File: src/ptx_pkg.sv
package ptx_pkg;
    // register map
    localparam logic [15:0] ADDR_PKT_LEN = 16'h1A03;
    localparam logic [15:0] ADDR_PARAM_A = 16'h1A04;
    localparam logic [7:0] PKT_LEN_RESET = 8'h00;
    localparam logic [7:0] PARAM_A_RESET = 8'h00;

    // field positions
    localparam int LEN_MSB = 5;
    localparam int LEN_W = 6;
    localparam int WAIT_BIT = 7;
    localparam int SOP_MSB = 6;
    localparam int SOP_LSB = 4;
    localparam int PERMIT_BIT = 3;
    localparam int MSGID_MSB = 2;
    localparam int MSGID_LSB = 0;

    // start-of-packet choices
    localparam logic [2:0] SOP_PLAIN = 3'h0;
    localparam logic [2:0] SOP_PRIME = 3'h1;
    localparam logic [2:0] SOP_DPRIME = 3'h2;
    localparam logic [2:0] SOP_PRIME_DEBUG = 3'h3;
    localparam logic [2:0] SOP_DPRIME_DEBUG = 3'h4;

    // timing
    localparam int CLK_PERIOD_NS = 10;
    localparam int ACK_WAIT_NS = 1000;
    localparam int ACK_WAIT_CYCLES = (ACK_WAIT_NS / CLK_PERIOD_NS) < 1 ? 1
        : (ACK_WAIT_NS / CLK_PERIOD_NS);

    // queue buffer
    localparam int FIFO_DEPTH = 16;
    localparam int FIFO_WIDTH = 9;

    typedef enum logic [2:0] {
        ST_IDLE,
        ST_SEND,
        ST_CRC,
        ST_FLUSH,
        ST_WAIT_ACK
    } ptx_state_t;
endpackage

File: src/ptx_message_params.sv
// Functional notes
// - auto mode: crc follows length-th byte
// - length ignored in raw; special code ends
// - no retries: wait bit selects ack wait for software sends
// - retries with auto reply: software sends always wait
// - three-bit field picks start ordered set
// - with retry, ack sop must match
// - permit held clear on resets, rx data
// - permit sampled at trigger; else dropped
// - clearing permit never stops issued send
// - permit never gates hardware sends
// - block reset clears permit
// - ack message id compared with expected
// - header bytes pass through unchanged
// - zero retry limit disables hardware retry
// - auto reply off also disables retry
module ptx_message_params
    import ptx_pkg::*;
#(
    parameter int ACK_WAIT = ACK_WAIT_CYCLES
) (
    input wire logic clk,
    input wire logic rst_n,
    input wire logic pdBlockReset,
    input wire logic [15:0] regAddr,
    input wire logic regWrEn,
    input wire logic [7:0] regWrData,
    input wire logic regRdEn,
    output logic [7:0] regRdData,
    input wire logic rawMode,
    input wire logic autoReplyEnable,
    input wire logic [2:0] retryLimit,
    input wire logic rxHardReset,
    input wire logic rxCableReset,
    input wire logic rxFifoNotEmpty,
    input wire logic goSet,
    input wire logic hwSendReq,
    input wire logic abortReq,
    input wire logic qValid,
    input wire logic [7:0] qData,
    input wire logic qSpecial,
    output logic qReady,
    output logic outValid,
    output logic [7:0] outData,
    output logic outCrc,
    input wire logic outReady,
    output logic [2:0] startOrderedSet,
    input wire logic ackValid,
    input wire logic [2:0] ackSop,
    input wire logic [2:0] ackMsgId,
    output logic txActive,
    output logic txDone,
    output logic txSuccess,
    output logic swDropped,
    output logic retryAttempt,
    output logic [2:0] retryCount
);
    if (ACK_WAIT < 1) begin : g_bad_wait
        $error("ack wait must be at least one cycle");
    end

    localparam int TW = $clog2(ACK_WAIT + 1);

    logic [LEN_W-1:0] txPacketLength;
    logic waitForAckReply;
    logic [2:0] startOrderedSetChoice;
    logic softwareSendPermit;
    logic [2:0] expectedMsgId;
    ptx_state_t state;
    logic [LEN_W-1:0] sentCount;
    logic [TW-1:0] ackTimer;
    logic hwSend;
    logic holdPermit;
    logic swStart;
    logic start;
    logic effRetry;
    logic needAck;
    logic ackGood;
    logic loadSlot;
    logic fifoValid;
    logic [8:0] fifoData;
    logic fifoPop;
    logic endOfFrame;
    logic timeout;
    logic inReset;

    // permit vetoed by receive events
    assign holdPermit = rxHardReset || rxCableReset || rxFifoNotEmpty;
    assign swStart = goSet && softwareSendPermit && !holdPermit;
    assign start = (state == ST_IDLE) && (swStart || hwSendReq);
    // retry only when limit nonzero and auto reply on
    assign effRetry = autoReplyEnable && (retryLimit != 3'h0);
    // software sends wait for ack: forced by retry, otherwise by the wait bit; hardware sends never wait
    assign needAck = !hwSend && (effRetry || waitForAckReply);
    // ack accepted only on id match and, under retry, sop match
    assign ackGood = ackValid && (ackMsgId == expectedMsgId)
        && (!effRetry || ackSop == startOrderedSetChoice);
    assign loadSlot = !outValid || outReady;
    assign fifoPop = (state == ST_SEND) && loadSlot && fifoValid;
    assign endOfFrame = outValid && outReady && outCrc;
    assign timeout = ackTimer == TW'(ACK_WAIT);
    assign startOrderedSet = startOrderedSetChoice;

    ptx_fifo #(
        .WIDTH(FIFO_WIDTH),
        .DEPTH(FIFO_DEPTH)
    ) u_fifo (
        .clk(clk),
        .rst_n(rst_n),
        .flush(pdBlockReset),
        .inValid(qValid),
        .inData({qSpecial, qData}),
        .inReady(qReady),
        .outValid(fifoValid),
        .outData(fifoData),
        .outReady(fifoPop)
    );

    // register writes
    always_ff @(posedge clk) begin
        if (!rst_n || pdBlockReset) begin
            txPacketLength <= PKT_LEN_RESET[LEN_MSB:0];
            waitForAckReply <= PARAM_A_RESET[WAIT_BIT];
            startOrderedSetChoice <= PARAM_A_RESET[SOP_MSB:SOP_LSB];
            expectedMsgId <= PARAM_A_RESET[MSGID_MSB:MSGID_LSB];
        end else if (regWrEn) begin
            if (regAddr == ADDR_PKT_LEN) begin
                txPacketLength <= regWrData[LEN_MSB:0];
            end
            if (regAddr == ADDR_PARAM_A) begin
                waitForAckReply <= regWrData[WAIT_BIT];
                startOrderedSetChoice <= regWrData[SOP_MSB:SOP_LSB];
                expectedMsgId <= regWrData[MSGID_MSB:MSGID_LSB];
            end
        end
    end

    // software send permit
    always_ff @(posedge clk) begin
        if (!rst_n || pdBlockReset) begin
            softwareSendPermit <= PARAM_A_RESET[PERMIT_BIT];
        end else if (holdPermit) begin
            softwareSendPermit <= 1'b0;
        end else if (regWrEn && regAddr == ADDR_PARAM_A) begin
            softwareSendPermit <= regWrData[PERMIT_BIT];
        end
    end

    // register reads
    always_ff @(posedge clk) begin
        if (!rst_n) begin
            regRdData <= 8'h00;
        end else if (regRdEn) begin
            if (regAddr == ADDR_PKT_LEN) begin
                regRdData <= {2'h0, txPacketLength};
            end else if (regAddr == ADDR_PARAM_A) begin
                regRdData <= {waitForAckReply, startOrderedSetChoice,
                    softwareSendPermit, expectedMsgId};
            end else begin
                regRdData <= 8'h00;
            end
        end
    end

    // dropped software request
    always_ff @(posedge clk) begin
        if (!rst_n || pdBlockReset) begin
            swDropped <= 1'b0;
        end else begin
            swDropped <= goSet && !swStart && (state == ST_IDLE);
        end
    end

    // transmit sequencer; the permit is not looked at once sending
    always_ff @(posedge clk) begin
        if (!rst_n || pdBlockReset) begin
            state <= ST_IDLE;
            hwSend <= 1'b0;
            retryCount <= 3'h0;
            txDone <= 1'b0;
            txSuccess <= 1'b0;
            retryAttempt <= 1'b0;
        end else begin
            txDone <= 1'b0;
            retryAttempt <= 1'b0;
            if (abortReq && state != ST_IDLE) begin
                state <= ST_IDLE;
                txDone <= 1'b1;
                txSuccess <= 1'b0;
            end else begin
                case (state)
                    ST_IDLE: begin
                        if (start) begin
                            state <= ST_SEND;
                            hwSend <= !swStart;
                            retryCount <= 3'h0;
                            txSuccess <= 1'b0;
                        end
                    end
                    ST_SEND: begin
                        if (fifoPop) begin
                            if (rawMode && fifoData[8]) begin
                                state <= ST_FLUSH;
                            end else if (!rawMode && sentCount + 1'b1 == txPacketLength) begin
                                state <= ST_CRC;
                            end
                        end
                    end
                    ST_CRC: begin
                        if (loadSlot) begin
                            state <= ST_FLUSH;
                        end
                    end
                    ST_FLUSH: begin
                        if (endOfFrame) begin
                            if (needAck) begin
                                state <= ST_WAIT_ACK;
                            end else begin
                                state <= ST_IDLE;
                                txDone <= 1'b1;
                                txSuccess <= 1'b1;
                            end
                        end
                    end
                    ST_WAIT_ACK: begin
                        if (ackGood) begin
                            state <= ST_IDLE;
                            txDone <= 1'b1;
                            txSuccess <= 1'b1;
                        end else if (timeout) begin
                            if (effRetry && retryCount < retryLimit) begin
                                state <= ST_SEND;
                                retryCount <= retryCount + 1'b1;
                                retryAttempt <= 1'b1;
                            end else begin
                                state <= ST_IDLE;
                                txDone <= 1'b1;
                                txSuccess <= 1'b0;
                            end
                        end
                    end
                    default: begin
                        state <= ST_IDLE;
                    end
                endcase
            end
        end
    end

    // byte counter
    always_ff @(posedge clk) begin
        if (!rst_n || pdBlockReset || state == ST_IDLE || state == ST_WAIT_ACK) begin
            sentCount <= '0;
        end else if (fifoPop) begin
            sentCount <= sentCount + 1'b1;
        end
    end

    // ack wait timer
    always_ff @(posedge clk) begin
        if (!rst_n || state != ST_WAIT_ACK) begin
            ackTimer <= '0;
        end else if (!timeout) begin
            ackTimer <= ackTimer + 1'b1;
        end
    end

    // output stage; bytes are forwarded exactly as queued
    always_ff @(posedge clk) begin
        if (!rst_n || pdBlockReset || (abortReq && state != ST_IDLE)) begin
            outValid <= 1'b0;
            outData <= 8'h00;
            outCrc <= 1'b0;
        end else if (fifoPop) begin
            outValid <= 1'b1;
            outData <= fifoData[7:0];
            outCrc <= rawMode && fifoData[8];
        end else if (state == ST_CRC && loadSlot) begin
            outValid <= 1'b1;
            outData <= 8'h00;
            outCrc <= 1'b1;
        end else if (outReady) begin
            outValid <= 1'b0;
            outCrc <= 1'b0;
        end
    end

    assign txActive = state != ST_IDLE;

    assign inReset = !rst_n || pdBlockReset;
    chk_permit_held: assert property (@(posedge clk) disable iff (!rst_n)
        holdPermit |=> !softwareSendPermit)
        else $error("permit not held clear");
    chk_permit_reset: assert property (@(posedge clk) disable iff (!rst_n)
        pdBlockReset |=> !softwareSendPermit)
        else $error("permit survives block reset");
    chk_drop_no_start: assert property (@(posedge clk) disable iff (inReset)
        state == ST_IDLE && goSet && !softwareSendPermit && !hwSendReq |=>
        state == ST_IDLE && swDropped)
        else $error("unpermitted request was started");
    chk_hw_not_gated: assert property (@(posedge clk) disable iff (inReset)
        state == ST_IDLE && hwSendReq && !abortReq |=> state == ST_SEND)
        else $error("hardware send blocked");
    chk_crc_after_len: assert property (@(posedge clk) disable iff (inReset)
        state == ST_SEND && !rawMode && fifoPop && !abortReq
        && sentCount == txPacketLength - 1'b1 |=> state == ST_CRC)
        else $error("crc not placed after length");
    chk_no_wait_nack: assert property (@(posedge clk) disable iff (inReset)
        state == ST_FLUSH && endOfFrame && !needAck && !abortReq |=>
        txDone && txSuccess && state == ST_IDLE)
        else $error("completed without wait rule");
    chk_forced_wait: assert property (@(posedge clk) disable iff (inReset)
        state == ST_FLUSH && endOfFrame && effRetry && !hwSend && !abortReq |=>
        state == ST_WAIT_ACK)
        else $error("retry mode did not wait for ack");
    chk_bad_ack_ignored: assert property (@(posedge clk) disable iff (inReset)
        state == ST_WAIT_ACK && ackValid && ackMsgId != expectedMsgId
        && !timeout && !abortReq |=> state == ST_WAIT_ACK && !txDone)
        else $error("mismatched ack accepted");
    chk_sop_checked: assert property (@(posedge clk) disable iff (inReset)
        state == ST_WAIT_ACK && ackValid && effRetry && ackSop != startOrderedSetChoice
        && !timeout && !abortReq |=> state == ST_WAIT_ACK && !txSuccess)
        else $error("ack with wrong sop accepted");
    chk_no_retry_zero: assert property (@(posedge clk) disable iff (inReset)
        !effRetry && state == ST_WAIT_ACK && timeout && !ackGood && !abortReq |=>
        state == ST_IDLE && !retryAttempt && !txSuccess)
        else $error("retry without retry enable");
    chk_pass_through: assert property (@(posedge clk) disable iff (inReset)
        fifoPop && !abortReq |=> outValid && outData == $past(fifoData[7:0]))
        else $error("byte altered on output");
endmodule // ptx_message_params

File: src/ptx_fifo.sv
module ptx_fifo #(
    parameter int WIDTH = 9,
    parameter int DEPTH = 16
) (
    input wire logic clk,
    input wire logic rst_n,
    input wire logic flush,
    input wire logic inValid,
    input wire logic [WIDTH-1:0] inData,
    output logic inReady,
    output logic outValid,
    output logic [WIDTH-1:0] outData,
    input wire logic outReady
);
    localparam int AW = $clog2(DEPTH);

    if (DEPTH < 2 || (1 << AW) != DEPTH) begin : g_bad_depth
        $error("fifo depth must be a power of two");
    end

    logic [WIDTH-1:0] mem [DEPTH];
    logic [AW:0] wrPtr;
    logic [AW:0] rdPtr;
    logic push;
    logic pop;

    assign inReady = (wrPtr - rdPtr) != (AW+1)'(DEPTH);
    assign outValid = wrPtr != rdPtr;
    assign outData = mem[rdPtr[AW-1:0]];
    assign push = inValid && inReady;
    assign pop = outValid && outReady;

    always_ff @(posedge clk) begin
        if (push) begin
            mem[wrPtr[AW-1:0]] <= inData;
        end
    end

    always_ff @(posedge clk) begin
        if (!rst_n || flush) begin
            wrPtr <= '0;
            rdPtr <= '0;
        end else begin
            if (push) begin
                wrPtr <= wrPtr + 1'b1;
            end
            if (pop) begin
                rdPtr <= rdPtr + 1'b1;
            end
        end
    end
endmodule // ptx_fifo

File: config.mk
export PLATFORM = sky130hd
export DESIGN_NAME = ptx_message_params
export DESIGN_NICKNAME = d
export VERILOG_FILES = /design/src/ptx_pkg.sv /design/src/ptx_message_params.sv /design/src/ptx_fifo.sv
export SDC_FILE = /design/constraint.sdc
export NUM_CORES = 1
export LEC_CHECK = 0
export BUFFER_PORTS_ARGS = -buffer_cell sky130_fd_sc_hd__buf_2
export CORE_UTILIZATION = 35
export DETAILED_ROUTE_END_ITERATION = 8
export PLACE_DENSITY_LB_ADDON = 0.2
export SETUP_SLACK_MARGIN = 0.15
export SLEW_MARGIN = 15
export SYNTH_ARGS = -nofsm -noshare
export SYNTH_HDL_FRONTEND = slang
export SYNTH_SLANG_ARGS = --single-unit
File: constraint.sdc
create_clock -name clk -period 6.4 [get_ports clk]
set_input_delay 0.64 -clock clk [delete_from_list [all_inputs] [get_ports clk]]
set_output_delay 0.64 -clock clk [all_outputs]
set_load 0.1 [all_outputs]
==> results.cfg <==
[timing]
grt_setup_unrepaired = no
period_needed_ns = 3.29
finalClockSkew_ns = 0.0189
setup_tns_ns = 0
tightest_slew_ns = 1.03
hold_viol = 0
max_slew_margin = 0.307
setup_violations = 0
clock.fmax_mhz = 304
final_max_slew_viol_count = 0
post-route-period-util = 0.514

[logic_synthesis]
synth_top_area_frac = 0.478
synthesis.nets = 700
synth_async_sr_flop_share = 0
yosys_warnings = 0
ys_types = 60
synth_area_leaders = edfxtp_1 (48%), dfxtp_1 (15%), mux4_2 (11%)
synth_common_cells = edfxtp_1 (144), dfxtp_1 (70), nor2_1 (57)
synth_top_cell_by_area = edfxtp_1
synth_edf_count = 144
netlist_area_sq_mm = 0.00905
synthesis.instances = 627
ys_ff_latch = 214
synth_seq_area_share = 0.633
synth_most_common_cell = edfxtp_1
synthFlopType = edfxtp_1
syn_avg_cell_area_sq_um = 14.4

[global_routing]
track_usage = 0.169
grt_pass1_wl_microns = 33600
grt_max_degree = 37
antenna_found_initial = 0
grt_pass1_vias = 5695
gr-total-overflow = 0

[floorplanning]
fp.dieH_microns = 163
num_rows = 58
start_util = 0.358
coreArea_sq_mm = 0.0253
die_w_microns = 163
pin_count = 88
die-area_sq_mm = 0.0265

[route]
routed_wl_microns = 22000
route.detailed.drc = 0
ant_nets = 0
drt_pass1_iterations = 5
routedWlPerCell_microns = 20.7
via_count = 5515
viasPerCell = 5.19
drt-initial-drc-count = 441

[finish]
diodes = 0
drive_above_1_share = 0.245
multi_input_area_sq_mm = 0.00314
area_growth_syn_to_layout_pct = 16.6
finalNetCount = 790
fillers = 2279
layout.cell_area.non_filler_sq_mm = 0.0105
seqCellArea_sq_mm = 0.00573

[clocking]
post_cts_buffers = 0
htree_num_levels = 1
ctsHoldBuffers = 0
clock_latency_ns = 0.52
cts_sinks = 214
cts-resized-gates = 0
clk_pin_slew_worst_paths_ns = 0.06
clock-root-buffer = clkbuf_16
cts_buffers = 23
clockBufferDepth = 3
cts_tree = built

[worst_setup_path]
worstSetupPathType = flip-flop to output pin
crit_fanout = 6
arrival_ns = 2.65
timing.rr.end = u_fifo.mem[5][4]$_DFFE_PP_
rr_startpoint = u_fifo.rdPtr[1]$_SDFFE_PP0P_
cp-end-kind = output pin
worst-r2r-setup-slack_ns = 3.33
r2r_cells = 8
cp_data_required_time_ns = 5.76
critPathLaunchType = flip-flop

[run_status]
status = finished, final reports clean

[power]
p_total_mw = 2.89
ir_drop_mv = 0.178
leakagePower_nw = 3.72
power_density_mw_per_mm2 = 274

[placement]
portBuffers = 87
gp_congestion = 0.844
dp_hpwl_microns = 15500
place_area_sq_mm = 0.00980

[worst_hold_path]
min_to = startOrderedSet[2]$_SDFFE_PP0P_
whs_path_depth = 3
min-delay-start = regWrData[6]
hp-class = input pin to flip-flop

[run]
maxCapViolations = 0
kinds of logic (layout without fill, tap and decap cells):
kind of cell / Yosys count / in the layout / share of synthesized area
AOI/OAI and AO/OA: 83 / 83 / 0.0625
and+or+nand+nor: 182 / 182 / 0.103
muxes: 62 / 62 / 0.131
DFF: 214 / 214 / 0.633
xor gates and xnor gates: 31 / 31 / 0.0300
adders and majority gates: 15 / 15 / 0.0207
buffers and inverters: 40 / 145 / 0.0199
routing by layer:
| layer | vias up | share of wire | global-route usage |
|---|---|---|---|
| met2 | 180 | 0.49 | 0.291 |
| met3 | 34 | 0.059 | 0.0344 |
| met5 | - | 0 | 0 |
| met1 | 2725 | 0.43 | 0.215 |
| li1 | 2576 | - | - |
| met4 | 0 | 0.020 | 0.0506 |
stage by stage:
stage	hold WS (ns)	worst slack [ns]	cells	util
2_1_floorplan	0.449	3.12	627	-
3_3_place_gp	0.460	3.45	1022	0.388
3_5_place_dp	0.472	3.37	1022	0.388
4_1_cts	0.347	3.12	1062	0.418
5_1_grt	0.363	3.01	1062	0.418
6_report	0.365	3.11	1062	0.418
where the power goes:
group | total [mW] | switching (mW) | internal, mW
sequential | 1.49 | 0.00454 | 1.48
clock | 1.31 | 0.525 | 0.781
combinational | 0.101 | 0.0669 | 0.0340
worst max path at each step:
stage / startpoint / to
after floorplan: u_fifo.rdPtr[1]$_SDFFE_PP0P_ / u_fifo.mem[10][0]$_DFFE_PP_
after global placement: u_fifo.rdPtr[1]$_SDFFE_PP0P_ / u_fifo.mem[4][4]$_DFFE_PP_
after detailed placement: u_fifo.rdPtr[1]$_SDFFE_PP0P_ / u_fifo.mem[5][4]$_DFFE_PP_
after CTS: u_fifo.rdPtr[1]$_SDFFE_PP0P_ / qReady
after global routing: u_fifo.rdPtr[1]$_SDFFE_PP0P_ / qReady
final: u_fifo.rdPtr[1]$_SDFFE_PP0P_ / qReady
worst max-delay path, cell delays in order (launching register included):
cell and delay, ns:
dfxtp_1 0.38, inv_1 0.06, ha_1 0.32, nor2b_1 0.15
o21a_1 0.19, o211a_1 0.24, o21ai_2 0.29, buf_2 0.50
final cells by class:
type                       instances  share of cell area
clock inverter                    10              0.0108
inverter                          14             0.00498
timing repair buffer              91              0.0441
sequential                       214               0.543
multi-input combinational        373               0.298
tap                              330              0.0392
clock buffer                      30              0.0601
layout by cell type (no fill, tap or decap), types with 4 or more instances in the layout:
master,count
a21boi_0,9
a21oi_1,23
a22oi_1,8
and2_1,9
and3_1,14
buf_2,87
buf_4,4
clkbuf_1,4
clkbuf_16,24
dfxtp_1,69
edfxtp_1,144
ha_1,15
inv_1,14
mux2i_1,17
mux4_2,45
nand2_1,38
nand2b_1,7
nand3_1,10
nand4_1,9
nor2_1,57
nor2b_1,15
nor3_1,7
o21ai_0,6
o21ai_1,5
o31ai_1,4
xnor2_1,17
xor2_1,14
registers in the layout, indices dropped and copies added (netlist names), 3 cells and up, named ones only:
| register | count |
|---|---|
| u_fifo.mem | 144 |
| u_fifo.wrPtr | 5 |
| retryCount | 3 |
| state | 3 |
| ackTimer | 7 |
| expectedMsgId | 3 |
| u_fifo.rdPtr | 5 |
| txPacketLength | 6 |
| startOrderedSet | 3 |
| regRdData | 8 |
| outData | 8 |
| sentCount | 6 |
Power figures use the tool's default switching activity.
